`config.mk`:
```
export PLATFORM = sky130hd
export DESIGN_NAME = pmdi_phy_end_flat
export DESIGN_NICKNAME = d
export VERILOG_FILES = /design/src/core/pmdi_pkg.sv /design/src/core/pmdi_link_if.sv /design/src/core/pmdi_phy_end.sv /design/src/flat_wrapper.sv
export SDC_FILE = /design/constraint.sdc
export NUM_CORES = 1
export LEC_CHECK = 0
export BUFFER_PORTS_ARGS = -buffer_cell sky130_fd_sc_hd__buf_4
export CAP_MARGIN = 25
export CORE_MARGIN = 8
export CORE_UTILIZATION = 50
export CTS_CLUSTER_SIZE = 12
export DETAILED_ROUTE_END_ITERATION = 12
export PLACE_DENSITY = 0.72
export SYNTH_ARGS = -nofsm -noshare
export SYNTH_HDL_FRONTEND = slang
export SYNTH_SLANG_ARGS = --single-unit
export TNS_END_PERCENT = 10
```
`constraint.sdc`:
```
create_clock -name clk_i -period 2.94 [get_ports clk_i]
set_clock_uncertainty 0.05 [all_clocks]
set_input_delay 0.294 -clock clk_i [delete_from_list [all_inputs] [get_ports clk_i]]
set_output_delay 0.294 -clock clk_i [all_outputs]
set_load 0.02 [all_outputs]
```
`src/core/pmdi_pkg.sv`:
```
// Notes on behaviour
// - MII transmit data is a clocked nibble.
// - GMII transmit data is a byte per clock.
// - RGMII transmit uses the low nibble only.
// - MAC holds transmit enable during valid data.
// - RGMII transmit control carries enable and error.
// - MAC runs the gigabit transmit clock continuously.
// - MII transmit error gives invalid, then halt symbols.
// - GMII transmit error inserts an invalid code-group.
// - PHY ignores transmit error pin in RGMII.
// - PHY drives receive clock, unused in RGMII.
// - Receive data is nibble in MII, byte in GMII.
// - RGMII receive data uses the low nibble.
// - PHY raises receive error on stream errors.
// - RGMII receive control carries valid and error.
// - Receive data valid marks exactly the valid data; in RGMII the PHY toggles it every cycle as the receive clock.
// - Receive valid pin carries the RGMII receive clock.
// - PHY drives the MII transmit clock continuously.
// - Collision flags simultaneous activity in half duplex.
package pmdi_pkg;

    typedef enum logic [1:0] {
        PMDI_MODE_MII10  = 2'h0,
        PMDI_MODE_MII100 = 2'h1,
        PMDI_MODE_GMII   = 2'h2,
        PMDI_MODE_RGMII  = 2'h3
    } pmdi_mode_e;

    // Symbol class handed to the media side.
    typedef enum logic [1:0] {
        PMDI_SYM_DATA    = 2'h0,
        PMDI_SYM_INVALID = 2'h1,
        PMDI_SYM_HALT    = 2'h2
    } pmdi_sym_e;

    typedef enum logic [2:0] {
        PMDI_TXE_NORMAL  = 3'h1,
        PMDI_TXE_INVALID = 3'h2,
        PMDI_TXE_HALT    = 3'h4
    } pmdi_txe_e;

    localparam int CLK_PERIOD_NS    = 20;
    localparam int MII10_PERIOD_NS  = 400;
    localparam int MII100_PERIOD_NS = 40;
    localparam int GIG_PERIOD_NS    = 8;

    // Half periods of the link clocks in system clocks, never below one.
    localparam int HALF10_CYC  = (MII10_PERIOD_NS / 2 / CLK_PERIOD_NS < 1) ? 1
                                : MII10_PERIOD_NS / 2 / CLK_PERIOD_NS;
    localparam int HALF100_CYC = (MII100_PERIOD_NS / 2 / CLK_PERIOD_NS < 1) ? 1
                                : MII100_PERIOD_NS / 2 / CLK_PERIOD_NS;
    localparam int HALFGIG_CYC = (GIG_PERIOD_NS / 2 / CLK_PERIOD_NS < 1) ? 1
                                : GIG_PERIOD_NS / 2 / CLK_PERIOD_NS;

    localparam int DIV_W      = 4;
    localparam int BUF_DEPTH  = 2;
    localparam int DATA_W     = 8;
    localparam int NIB_W      = 4;

endpackage

```
`src/core/pmdi_link_if.sv`:
```
`timescale 1ns/1ps
interface pmdi_link_if;
    logic [7:0] txd;
    logic       tx_en;
    logic       tx_er;
    logic       gtx_clk;
    logic       tx_clk;
    logic       rx_clk;
    logic [7:0] rxd;
    logic       rx_dv;
    logic       rx_er;
    logic       col;

    modport phy_mp (
        input  txd, tx_en, tx_er, gtx_clk,
        output tx_clk, rx_clk, rxd, rx_dv, rx_er, col
    );
    modport mac_mp (
        output txd, tx_en, tx_er, gtx_clk,
        input  tx_clk, rx_clk, rxd, rx_dv, rx_er, col
    );
endinterface

```
`src/core/pmdi_phy_end.sv`:
```
`timescale 1ns/1ps
module pmdi_phy_end (
    input  wire logic                  clk_i,
    input  wire logic                  srst_i,
    input  wire pmdi_pkg::pmdi_mode_e  mode_i,
    input  wire logic                  half_duplex_i,
    pmdi_link_if.phy_mp                link,
    input  wire logic [7:0]            rx_data_i,
    input  wire logic                  rx_err_i,
    input  wire logic                  rx_valid_i,
    output logic                       rx_ready_o,
    output logic [7:0]                 tx_data_o,
    output pmdi_pkg::pmdi_sym_e        tx_sym_o,
    output logic                       tx_valid_o
);
    import pmdi_pkg::*;

    ////////////////////////////////////////////////////////////////////////////
    // Link clock divider shared by the MII transmit clock and the receive clock.
    logic [DIV_W-1:0] div_cnt_r;
    logic [DIV_W-1:0] half_cyc;
    logic             lclk_r;
    logic             wrap;
    logic             tick_rise;
    logic             tick_fall;
    logic             is_mii;
    logic             is_rgmii;
    logic             tx_clk_r;
    logic             rx_clk_r;

    assign is_mii   = (mode_i == PMDI_MODE_MII10) || (mode_i == PMDI_MODE_MII100);
    assign is_rgmii = (mode_i == PMDI_MODE_RGMII);

    always_comb begin
        unique case (mode_i)
            PMDI_MODE_MII10:  half_cyc = DIV_W'(HALF10_CYC);
            PMDI_MODE_MII100: half_cyc = DIV_W'(HALF100_CYC);
            default:          half_cyc = DIV_W'(HALFGIG_CYC);
        endcase
    end

    assign wrap      = (div_cnt_r >= half_cyc - DIV_W'(1));
    assign tick_rise = wrap & ~lclk_r;
    assign tick_fall = wrap & lclk_r;

    always_ff @(posedge clk_i) begin
        if (srst_i) begin
            div_cnt_r <= '0;
            lclk_r    <= 1'b0;
            tx_clk_r  <= 1'b0;
            rx_clk_r  <= 1'b0;
        end else if (wrap) begin
            div_cnt_r <= '0;
            lclk_r    <= ~lclk_r;
            tx_clk_r  <= is_mii & ~lclk_r;
            rx_clk_r  <= ~is_rgmii & ~lclk_r;
        end else begin
            div_cnt_r <= div_cnt_r + DIV_W'(1);
        end
    end

    assign link.tx_clk = tx_clk_r;
    assign link.rx_clk = rx_clk_r;

    ////////////////////////////////////////////////////////////////////////////
    // Two-entry receive buffer between the media side and the link.
    logic [8:0] rbuf_r [BUF_DEPTH];
    logic       rwr_ptr_r;
    logic       rrd_ptr_r;
    logic [1:0] rcnt_r;
    logic [1:0] rcnt_nxt;
    logic       push;
    logic       pop;
    logic       rx_ready_r;
    logic       rx_phase_r;

    assign push = rx_valid_i & rx_ready_r;
    assign pop  = tick_rise & (rcnt_r != 2'h0) & ~(is_mii & rx_phase_r);

    always_comb begin
        rcnt_nxt = rcnt_r;
        if (push && !pop) begin
            rcnt_nxt = rcnt_r + 2'h1;
        end else if (pop && !push) begin
            rcnt_nxt = rcnt_r - 2'h1;
        end
    end

    always_ff @(posedge clk_i) begin
        if (srst_i) begin
            rwr_ptr_r  <= 1'b0;
            rrd_ptr_r  <= 1'b0;
            rcnt_r     <= 2'h0;
            rx_ready_r <= 1'b0;
        end else begin
            rcnt_r     <= rcnt_nxt;
            rx_ready_r <= (rcnt_nxt != 2'(BUF_DEPTH));
            if (push) begin
                rwr_ptr_r <= ~rwr_ptr_r;
            end
            if (pop) begin
                rrd_ptr_r <= ~rrd_ptr_r;
            end
        end
    end

    always_ff @(posedge clk_i) begin
        if (push) begin
            rbuf_r[rwr_ptr_r] <= {rx_err_i, rx_data_i};
        end
    end

    assign rx_ready_o = rx_ready_r;

    ////////////////////////////////////////////////////////////////////////////
    // Receive link driver.
    logic [7:0] rxd_r;
    logic       rx_dv_r;
    logic       rx_er_r;
    logic [8:0] rhold_r;
    logic       rvalid_r;

    always_ff @(posedge clk_i) begin
        if (srst_i) begin
            rxd_r      <= 8'h00;
            rx_dv_r    <= 1'b0;
            rx_er_r    <= 1'b0;
            rhold_r    <= 9'h000;
            rvalid_r   <= 1'b0;
            rx_phase_r <= 1'b0;
        end else if (is_rgmii) begin
            rx_phase_r <= 1'b0;
            if (wrap) begin
                rx_dv_r <= ~lclk_r;
            end
            if (tick_rise) begin
                rvalid_r <= pop;
                rhold_r  <= rbuf_r[rrd_ptr_r];
                rxd_r    <= {4'h0, rbuf_r[rrd_ptr_r][3:0] & {4{pop}}};
                rx_er_r  <= pop;
            end else if (tick_fall) begin
                rxd_r    <= {4'h0, rhold_r[7:4] & {4{rvalid_r}}};
                rx_er_r  <= rvalid_r ^ (rvalid_r & rhold_r[8]);
            end
        end else if (tick_rise) begin
            if (is_mii && rx_phase_r) begin
                rxd_r      <= {4'h0, rhold_r[7:4]};
                rx_phase_r <= 1'b0;
            end else if (pop) begin
                rhold_r <= rbuf_r[rrd_ptr_r];
                rx_dv_r <= 1'b1;
                rx_er_r <= rbuf_r[rrd_ptr_r][8];
                if (is_mii) begin
                    rxd_r      <= {4'h0, rbuf_r[rrd_ptr_r][3:0]};
                    rx_phase_r <= 1'b1;
                end else begin
                    rxd_r <= rbuf_r[rrd_ptr_r][7:0];
                end
            end else begin
                rxd_r   <= 8'h00;
                rx_dv_r <= 1'b0;
                rx_er_r <= 1'b0;
            end
        end
    end

    assign link.rxd   = rxd_r;
    assign link.rx_dv = rx_dv_r;
    assign link.rx_er = rx_er_r;

    ////////////////////////////////////////////////////////////////////////////
    // Transmit link sampler: MII on its own clock, GMII and RGMII on the MAC clock.
    logic       tx_clk_prev_r;
    logic       gtx_prev_r;
    logic       mii_rise;
    logic       g_rise;
    logic       g_fall;
    logic       tx_phase_r;
    logic [3:0] tlow_r;
    logic       ten_rise_r;
    pmdi_txe_e  txe_r;
    logic [7:0] tx_data_r;
    pmdi_sym_e  tx_sym_r;
    logic       tx_valid_r;

    assign mii_rise = is_mii & tx_clk_r & ~tx_clk_prev_r;
    assign g_rise   = ~is_mii & link.gtx_clk & ~gtx_prev_r;
    assign g_fall   = is_rgmii & ~link.gtx_clk & gtx_prev_r;

    always_ff @(posedge clk_i) begin
        if (srst_i) begin
            tx_clk_prev_r <= 1'b0;
            gtx_prev_r    <= 1'b0;
        end else begin
            tx_clk_prev_r <= tx_clk_r;
            gtx_prev_r    <= link.gtx_clk;
        end
    end

    always_ff @(posedge clk_i) begin
        if (srst_i) begin
            txe_r      <= PMDI_TXE_NORMAL;
            tx_phase_r <= 1'b0;
            tlow_r     <= 4'h0;
            ten_rise_r <= 1'b0;
            tx_data_r  <= 8'h00;
            tx_sym_r   <= PMDI_SYM_DATA;
            tx_valid_r <= 1'b0;
        end else begin
            tx_valid_r <= 1'b0;
            if (mii_rise) begin
                unique case (txe_r)
                    PMDI_TXE_NORMAL: begin
                        if (link.tx_er) begin
                            txe_r      <= PMDI_TXE_INVALID;
                            tx_sym_r   <= PMDI_SYM_INVALID;
                            tx_valid_r <= 1'b1;
                            tx_phase_r <= 1'b0;
                        end else if (link.tx_en) begin
                            tx_phase_r <= ~tx_phase_r;
                            tlow_r     <= link.txd[3:0];
                            if (tx_phase_r) begin
                                tx_data_r  <= {link.txd[3:0], tlow_r};
                                tx_sym_r   <= PMDI_SYM_DATA;
                                tx_valid_r <= 1'b1;
                            end
                        end else begin
                            tx_phase_r <= 1'b0;
                        end
                    end
                    PMDI_TXE_INVALID, PMDI_TXE_HALT: begin
                        if (link.tx_er) begin
                            txe_r      <= PMDI_TXE_HALT;
                            tx_sym_r   <= PMDI_SYM_HALT;
                            tx_valid_r <= 1'b1;
                        end else begin
                            txe_r      <= PMDI_TXE_NORMAL;
                            tx_phase_r <= link.tx_en;
                            tlow_r     <= link.txd[3:0];
                        end
                    end
                endcase
            end else if (g_rise) begin
                txe_r <= PMDI_TXE_NORMAL;
                if (is_rgmii) begin
                    tlow_r     <= link.txd[3:0];
                    ten_rise_r <= link.tx_en;
                end else if (link.tx_er) begin
                    tx_sym_r   <= PMDI_SYM_INVALID;
                    tx_valid_r <= 1'b1;
                end else if (link.tx_en) begin
                    tx_data_r  <= link.txd;
                    tx_sym_r   <= PMDI_SYM_DATA;
                    tx_valid_r <= 1'b1;
                end
            end else if (g_fall && ten_rise_r) begin
                // The dedicated error pin is not looked at here.
                tx_data_r  <= {link.txd[3:0], tlow_r};
                tx_sym_r   <= (link.tx_en ^ ten_rise_r) ? PMDI_SYM_INVALID : PMDI_SYM_DATA;
                tx_valid_r <= 1'b1;
            end
        end
    end

    assign tx_data_o  = tx_data_r;
    assign tx_sym_o   = tx_sym_r;
    assign tx_valid_o = tx_valid_r;

    ////////////////////////////////////////////////////////////////////////////
    // Collision indication, not aligned to any link clock.
    logic col_r;
    logic tx_busy;

    assign tx_busy = is_rgmii ? ten_rise_r : link.tx_en;

    always_ff @(posedge clk_i) begin
        if (srst_i) begin
            col_r <= 1'b0;
        end else begin
            col_r <= half_duplex_i & tx_busy & ((rcnt_r != 2'h0) | rx_phase_r);
        end
    end

    assign link.col = col_r;

endmodule // pmdi_phy_end

```
`src/flat_wrapper.sv`:
```
// flat-port wrapper written by rule: the top's interface ports become plain ports
module pmdi_phy_end_flat import pmdi_pkg::*;
  (clk_i, srst_i, mode_i, half_duplex_i, rx_data_i, rx_err_i, rx_valid_i, rx_ready_o, tx_data_o, tx_sym_o, tx_valid_o, link_txd, link_tx_en, link_tx_er, link_gtx_clk, link_tx_clk, link_rx_clk, link_rxd, link_rx_dv, link_rx_er, link_col);
  pmdi_link_if link_i ();
  input  wire logic clk_i;
  input  wire logic srst_i;
  input  wire pmdi_pkg::pmdi_mode_e mode_i;
  input  wire logic half_duplex_i;
  input  wire logic [7:0] rx_data_i;
  input  wire logic rx_err_i;
  input  wire logic rx_valid_i;
  output logic rx_ready_o;
  output logic [7:0] tx_data_o;
  output pmdi_pkg::pmdi_sym_e tx_sym_o;
  output logic tx_valid_o;
  input wire logic [$bits(link_i.txd)-1:0] link_txd;
  input wire logic [$bits(link_i.tx_en)-1:0] link_tx_en;
  input wire logic [$bits(link_i.tx_er)-1:0] link_tx_er;
  input wire logic [$bits(link_i.gtx_clk)-1:0] link_gtx_clk;
  output wire logic [$bits(link_i.tx_clk)-1:0] link_tx_clk;
  output wire logic [$bits(link_i.rx_clk)-1:0] link_rx_clk;
  output wire logic [$bits(link_i.rxd)-1:0] link_rxd;
  output wire logic [$bits(link_i.rx_dv)-1:0] link_rx_dv;
  output wire logic [$bits(link_i.rx_er)-1:0] link_rx_er;
  output wire logic [$bits(link_i.col)-1:0] link_col;
  assign link_i.txd = link_txd;
  assign link_i.tx_en = link_tx_en;
  assign link_i.tx_er = link_tx_er;
  assign link_i.gtx_clk = link_gtx_clk;
  assign link_tx_clk = link_i.tx_clk;
  assign link_rx_clk = link_i.rx_clk;
  assign link_rxd = link_i.rxd;
  assign link_rx_dv = link_i.rx_dv;
  assign link_rx_er = link_i.rx_er;
  assign link_col = link_i.col;
  pmdi_phy_end u_core (.clk_i(clk_i), .srst_i(srst_i), .mode_i(mode_i), .half_duplex_i(half_duplex_i), .link(link_i), .rx_data_i(rx_data_i), .rx_err_i(rx_err_i), .rx_valid_i(rx_valid_i), .rx_ready_o(rx_ready_o), .tx_data_o(tx_data_o), .tx_sym_o(tx_sym_o), .tx_valid_o(tx_valid_o));
endmodule
```
After elaboration in Yosys (flattened, before gate mapping). Memory sizes are Yosys's and may differ from the RTL's. A register that Yosys moved wholly into a read port is not among the register bits. Cells that the tools add are included.

Logic and storage cells: 202. Register bits: 56. Input port bits: 26. Output and inout port bits: 25. Memory bits (writable): 18. Memories kept: 1.

Bitwise gates (word level): 33. Reduce and logical (&&, ||, !) cells: 32. Magnitude comparators: 1. Multiplexer cells: 83. Equality and inequality tests: 24. Add/subtract/negate cells: 4.

Memories: u_core.rbuf_r (words 2, width 9, read ports 1, clocked after Yosys merged registers in 1, write ports 1, line pmdi_phy_end.sv:67) `logic [8:0] rbuf_r [BUF_DEPTH];`.

Operators by type and width (count): $mux 8 (17); $mux 9 (5); $mux 1 (33); $mux 4 (7); $mux 2 (12); $ne 3x3->1 const B (6); $and 1x1->1 (17); $ne 2x2->1 const B (8); $reduce_bool 2->1 (8); $reduce_and 3->1 (5); $mux 3 (4); $not 1->1 (11); $and 4x4->4 (2); $ne 4x4->1 const B (2); $pmux 4 s2 (1); $reduce_and 2->1 (4); $reduce_and 8->1 (1); $pmux 3 s2 (1); $reduce_and 6->1 (1); $reduce_or 2->1 (3); $reduce_and 5->1 (1); $add 4x1->4 const B (1); $ge 4x4->1 (1); $logic_and 1x1->1 (4); 18 further kinds (22).

Logic depth before layout (Yosys ltp).
Word-level depth: 11. Gate-level depth with buffers: 10. Depth with buffers taken out: 8.

Worst setup path before layout. No wires, ideal clock.

Path type: input port to flip-flop. Start: input mode_i[1]. End: register u_core.rxd_r[6] (netlist: u_core.link.rxd[6]). Slack: 537 ps. Library setup time: 128 ps. Data required time: 2762 ps. Buffers on the path: 2. Stages on the path: 10. Arrival: 2226 ps. Cell sequence: buf_2 or2_2 inv_1 ha_1 or4b_4 a21oi_4 buf_6 nor4_1 a22oi_1 nor2_1.

Word-level cells in the longest chain between the ends: 11. Elaborated cells between the ends (all ways): 23. Classes of those cells: add/sub: 1; order compare: 1; eq/ne: 2; mux: 7; bitwise: 6; reduce/logical: 6.

RTL lines: start, declared (line flat_wrapper.sv:7) `input wire pmdi_pkg::pmdi_mode_e mode_i;`; $logic_not 2->1 (line pmdi_phy_end.sv:31, pmdi_phy_end.sv:35); $mux 4 (line pmdi_phy_end.sv:35) `unique case (mode_i)`; $sub 4x1->4 (line pmdi_phy_end.sv:42) `assign wrap = (div_cnt_r >= half_cyc - DIV_W'(1));`; $ge 4x4->1 (line pmdi_phy_end.sv:42); $and 1x1->1 (line pmdi_phy_end.sv:43) `assign tick_rise = wrap & ~lclk_r;`; $and 1x1->1 (2 in series) (line pmdi_phy_end.sv:78) `assign pop = tick_rise & (rcnt_r != 2'h0) & ~(is_mii & rx_phase_r);`; $mux 8 (line pmdi_phy_end.sv:149) `end else if (pop) begin`; $mux 8 (line pmdi_phy_end.sv:146) `if (is_mii && rx_phase_r) begin`; $mux 8 (line pmdi_phy_end.sv:145) `end else if (tick_rise) begin`; $mux 8 (line pmdi_phy_end.sv:131) `end else if (is_rgmii) begin`; end signal, assigned (line pmdi_phy_end.sv:139) `rxd_r <= {4'h0, rbuf_r[rrd_ptr_r][3:0] & {4{pop}}};`; end signal, assigned (line pmdi_phy_end.sv:147) `rxd_r <= {4'h0, rhold_r[7:4]};`; end signal, assigned (line pmdi_phy_end.sv:154) `rxd_r <= {4'h0, rbuf_r[rrd_ptr_r][3:0]};`; end, declared (line pmdi_phy_end.sv:117) `logic [7:0] rxd_r;`.

Several ways; a longest one is shown, not always the timed one. The select of a mux whose other input is x is not followed. A chain may end at the register's enable or synchronous reset.

Worst setup path in the final report.
Start: input mode_i[1]. End: register u_core.rcnt_r[1].

Word-level cells in the longest chain between the ends: 10. Elaborated cells between the ends (all ways): 16. Classes of those cells: add/sub: 1; order compare: 1; eq/ne: 1; mux: 3; bitwise: 5; reduce/logical: 5.

RTL lines: $logic_not 2->1 (line pmdi_phy_end.sv:31, pmdi_phy_end.sv:35); $mux 4 (line pmdi_phy_end.sv:35); $sub 4x1->4 (line pmdi_phy_end.sv:42); $ge 4x4->1 (line pmdi_phy_end.sv:42); $and 1x1->1 (line pmdi_phy_end.sv:43); $and 1x1->1 (line pmdi_phy_end.sv:78); $and 1x1->1 (*) (line pmdi_phy_end.sv:78); $logic_and 1x1->1 / $logic_not 1->1 (equally long branches) (line pmdi_phy_end.sv:84, pmdi_phy_end.sv:82); $mux 2 / $logic_and 1x1->1 (equally long branches) (line pmdi_phy_end.sv:84, pmdi_phy_end.sv:82); $mux 2 (*) (line pmdi_phy_end.sv:82) `if (push && !pop) begin`; end signal, assigned (line pmdi_phy_end.sv:96) `rcnt_r <= rcnt_nxt;`; end, declared (line pmdi_phy_end.sv:70) `logic [1:0] rcnt_r;`.

Mark *: on every way between the ends. The rest lies on a longest branch, timed or not.

==> impl_metrics.csv <==
group,metric,value,unit
clocking,cts_tree,"built",
grt,grt_max_degree,52,
clocking,cts_max_level,3,
yosys,ys_seq_area_frac,0.499,
drt,final_antenna_net_count,0,
worst_setup_path,required,3090,ps
finish,finalNonFillerCells,452,
placement,port_buffers,50,
drt,met1_length,3.12,mm
drt,wire_per_inst,15.8,um
grt,track_usage,0.165,
yosys,ys.warnings.count,0,
floorplanning,initial_core_util,0.511,
yosys,synthCells,327,
yosys,synth.avg_cell_area,9.81,sq um
worst_setup_path,critPathLaunchType,"primary input",
yosys,synth_edf_count,18,
grt,grt_pass1_vias,2601,
yosys,synth_top_area_share,0.331,
pwr,total_power,2.66,mW
floorplanning,rows,29,
grt,antenna_found_initial,0,
pwr,leakage,1.46,nW
finish,diodes,0,
drt,vias,2525,
floorplanning,die-area,9240,sq um
floorplanning,core_area,6280,sq um
finish,layout_common_cells,"dfxtp_1 (53), buf_4 (51), nor2_1 (43), nand2_1 (27), a21oi_1 (20)",
timing,tightest_slew,767,ps
yosys,synth_area,3210,sq um
drt,met3WireLength,508,um
floorplanning,die-height,96.1,um
pwr,ir_worst_vdd,0.000429,V
finish,layout_commonest_cell,"dfxtp_1",
timing,setup_viol,0,
timing,setup_tns,0,ps
drt,viasPerCell,5.59,
drt,drt_iter0_drc,198,
drt,route.met2.wl,3.35,mm
worst_setup_path,crit_type,"in2reg",
hold_path,min_path_type,"in2reg",
timing,finalCritPeriodShare,0.814,
placement,dp_hpwl,4.87,mm
clocking,clock_latency,340,ps
finish,drive_above_1_share,0.229,
floorplanning,pin_count,51,
worst_setup_path,arrival,2540,ps
yosys,synth_cell_types,61,
yosys,ys_ff_latch,71,
grt,grt_overflow,0,
clocking,clockRootBuffer,"clkbuf_8",
finish,fin_nets,400,
timing,max_freq,418,MHz
worst_setup_path,endpoint_kind,"flip-flop",
yosys,synthArstFlopShare,0,
drt,dr.pass1.iters,4,
clocking,cts_hold_buf,0,
worst_setup_path,worst-path-max-fanout,15,
drt,drt-total-wl,7.12,mm
clocking,ctsResizeCount,0,
run_status,status,"finished, final reports clean",
floorplanning,die_w,96.1,um
drt,drcViolationCount,0,
placement,place_area,3590,sq um
placement,gp_congestion,0.820,
clocking,cts_buffers,9,
yosys,synthTopCellsByArea,"dfxtp_1 (33%), edfxtp_1 (17%), nor2_1 (5.0%), mux2i_1 (3.7%), nand2_1 (3.2%)",
yosys,synth_nets,357,
job,maxCapViolCount,0,
grt,grt_pass1_wl,12.0,mm
timing,rsz0062_at_grt,"false",
pwr,p_per_area,700,nW/um^2
clocking,clock_path_buffers,2,
clocking,post_cts_buffers,0,
finish,final_area,3800,sq um
yosys,yosysTopAreaCell,"dfxtp_1",
drt,top_layer_used,"met4",
clocking,clk_pin_slew,80,ps
timing,finalMaxSlewViolations,0,
placement,dp_cells,436,
finish,area_growth,18.4,%
yosys,synthFlopType,"dfxtp_1",
clocking,cts.sinks,71,
finish,post-route-util,0.605,
timing,slew_headroom,0.487,
timing,hold_viol_final,0,
timing,period_minus_slack,2390,ps
==> power by group <==
part | switching [mW] | internal (mW)
clock | 0.358 | 0.470
combinational | 0.367 | 0.279
sequential | 0.0717 | 1.11
==> per-layer routing <==
metal  vias to the layer above  GRT usage
met5                         -          0
met4                         0     0.0653
met3                        12     0.0616
met2                        79      0.274
met1                      1165      0.188
li1                       1269          -
==> logic make-up after synthesis <==
kind of cell / Yosys count / synth area share
and+or+nand+nor: 125 / 0.200
AOI/OAI and AO/OA: 75 / 0.173
DFF: 71 / 0.499
buffers and inverters: 30 / 0.0444
muxes: 16 / 0.0515
xor gates and xnor gates: 6 / 0.0164
adders and majority gates: 4 / 0.0156
==> per-stage QoR <==
step	setup WS [ps]	hold WS, ps
3_5_place_dp	173	407
2_1_floorplan	537	343
4_1_cts	532	64.6
3_3_place_gp	280	397
5_1_grt	390	56.4
6_report	548	79.4
==> worst max-delay path, cell delays in order <==
cell and delay [ps]:
buf_4 170, or2_2 320, inv_1 60, ha_1 220
or4b_4 540, a21oi_4 410, o21bai_4 120, a221oi_1 310
a311oi_1 90
==> cell type report <==
class / instances / area [sq um]
multi-input cells: 226 / 1470
inverters: 11 / 41.3
fillers: 538 / 2480
well taps: 77 / 96.3
clock buffers: 9 / 124
repair buffers: 51 / 383
clock inverters: 7 / 87.6
flip-flops and latches: 71 / 1600
==> cells in the mapped netlist (10+ instances only) <==
cell type  number
o21ai_0        10
nand3_1        10
inv_1          11
a311oi_1       11
nor2_1         43
nand2_1        27
edfxtp_1       18
a21oi_1        20
dfxtp_1        53
clkbuf_1       11
mux2i_1        12
nor3_1         14
==> sequential cells by signal (all words and copies together), names as in the netlist, 2 cells and up, named ones only <==
name	flops
u_core.rbuf_r	18
u_core.link.rxd	8
u_core.tx_data_o	8
u_core.rhold_r	5
u_core.div_cnt_r	4
u_core.tlow_r	4
u_core.txe_r	3
u_core.rcnt_r	2
u_core.tx_sym_o	2
==> final timing paths <==
| check | startpoint | cells past startpoint | slack, ps | endpoint |
|---|---|---|---|---|
| max | mode_i[1] | 9 | 550 | u_core.rcnt_r[1] |
| min | rx_data_i[2] | 1 | 80 | u_core.rbuf_r[0][2] |
| max reg2reg | u_core.div_cnt_r[0] | 7 | 550 | u_core.rcnt_r[1] |
| min reg2reg | u_core.link.rxd[4] | 2 | 410 | u_core.link.rxd[4] |
Power figures use the tool's default switching activity.
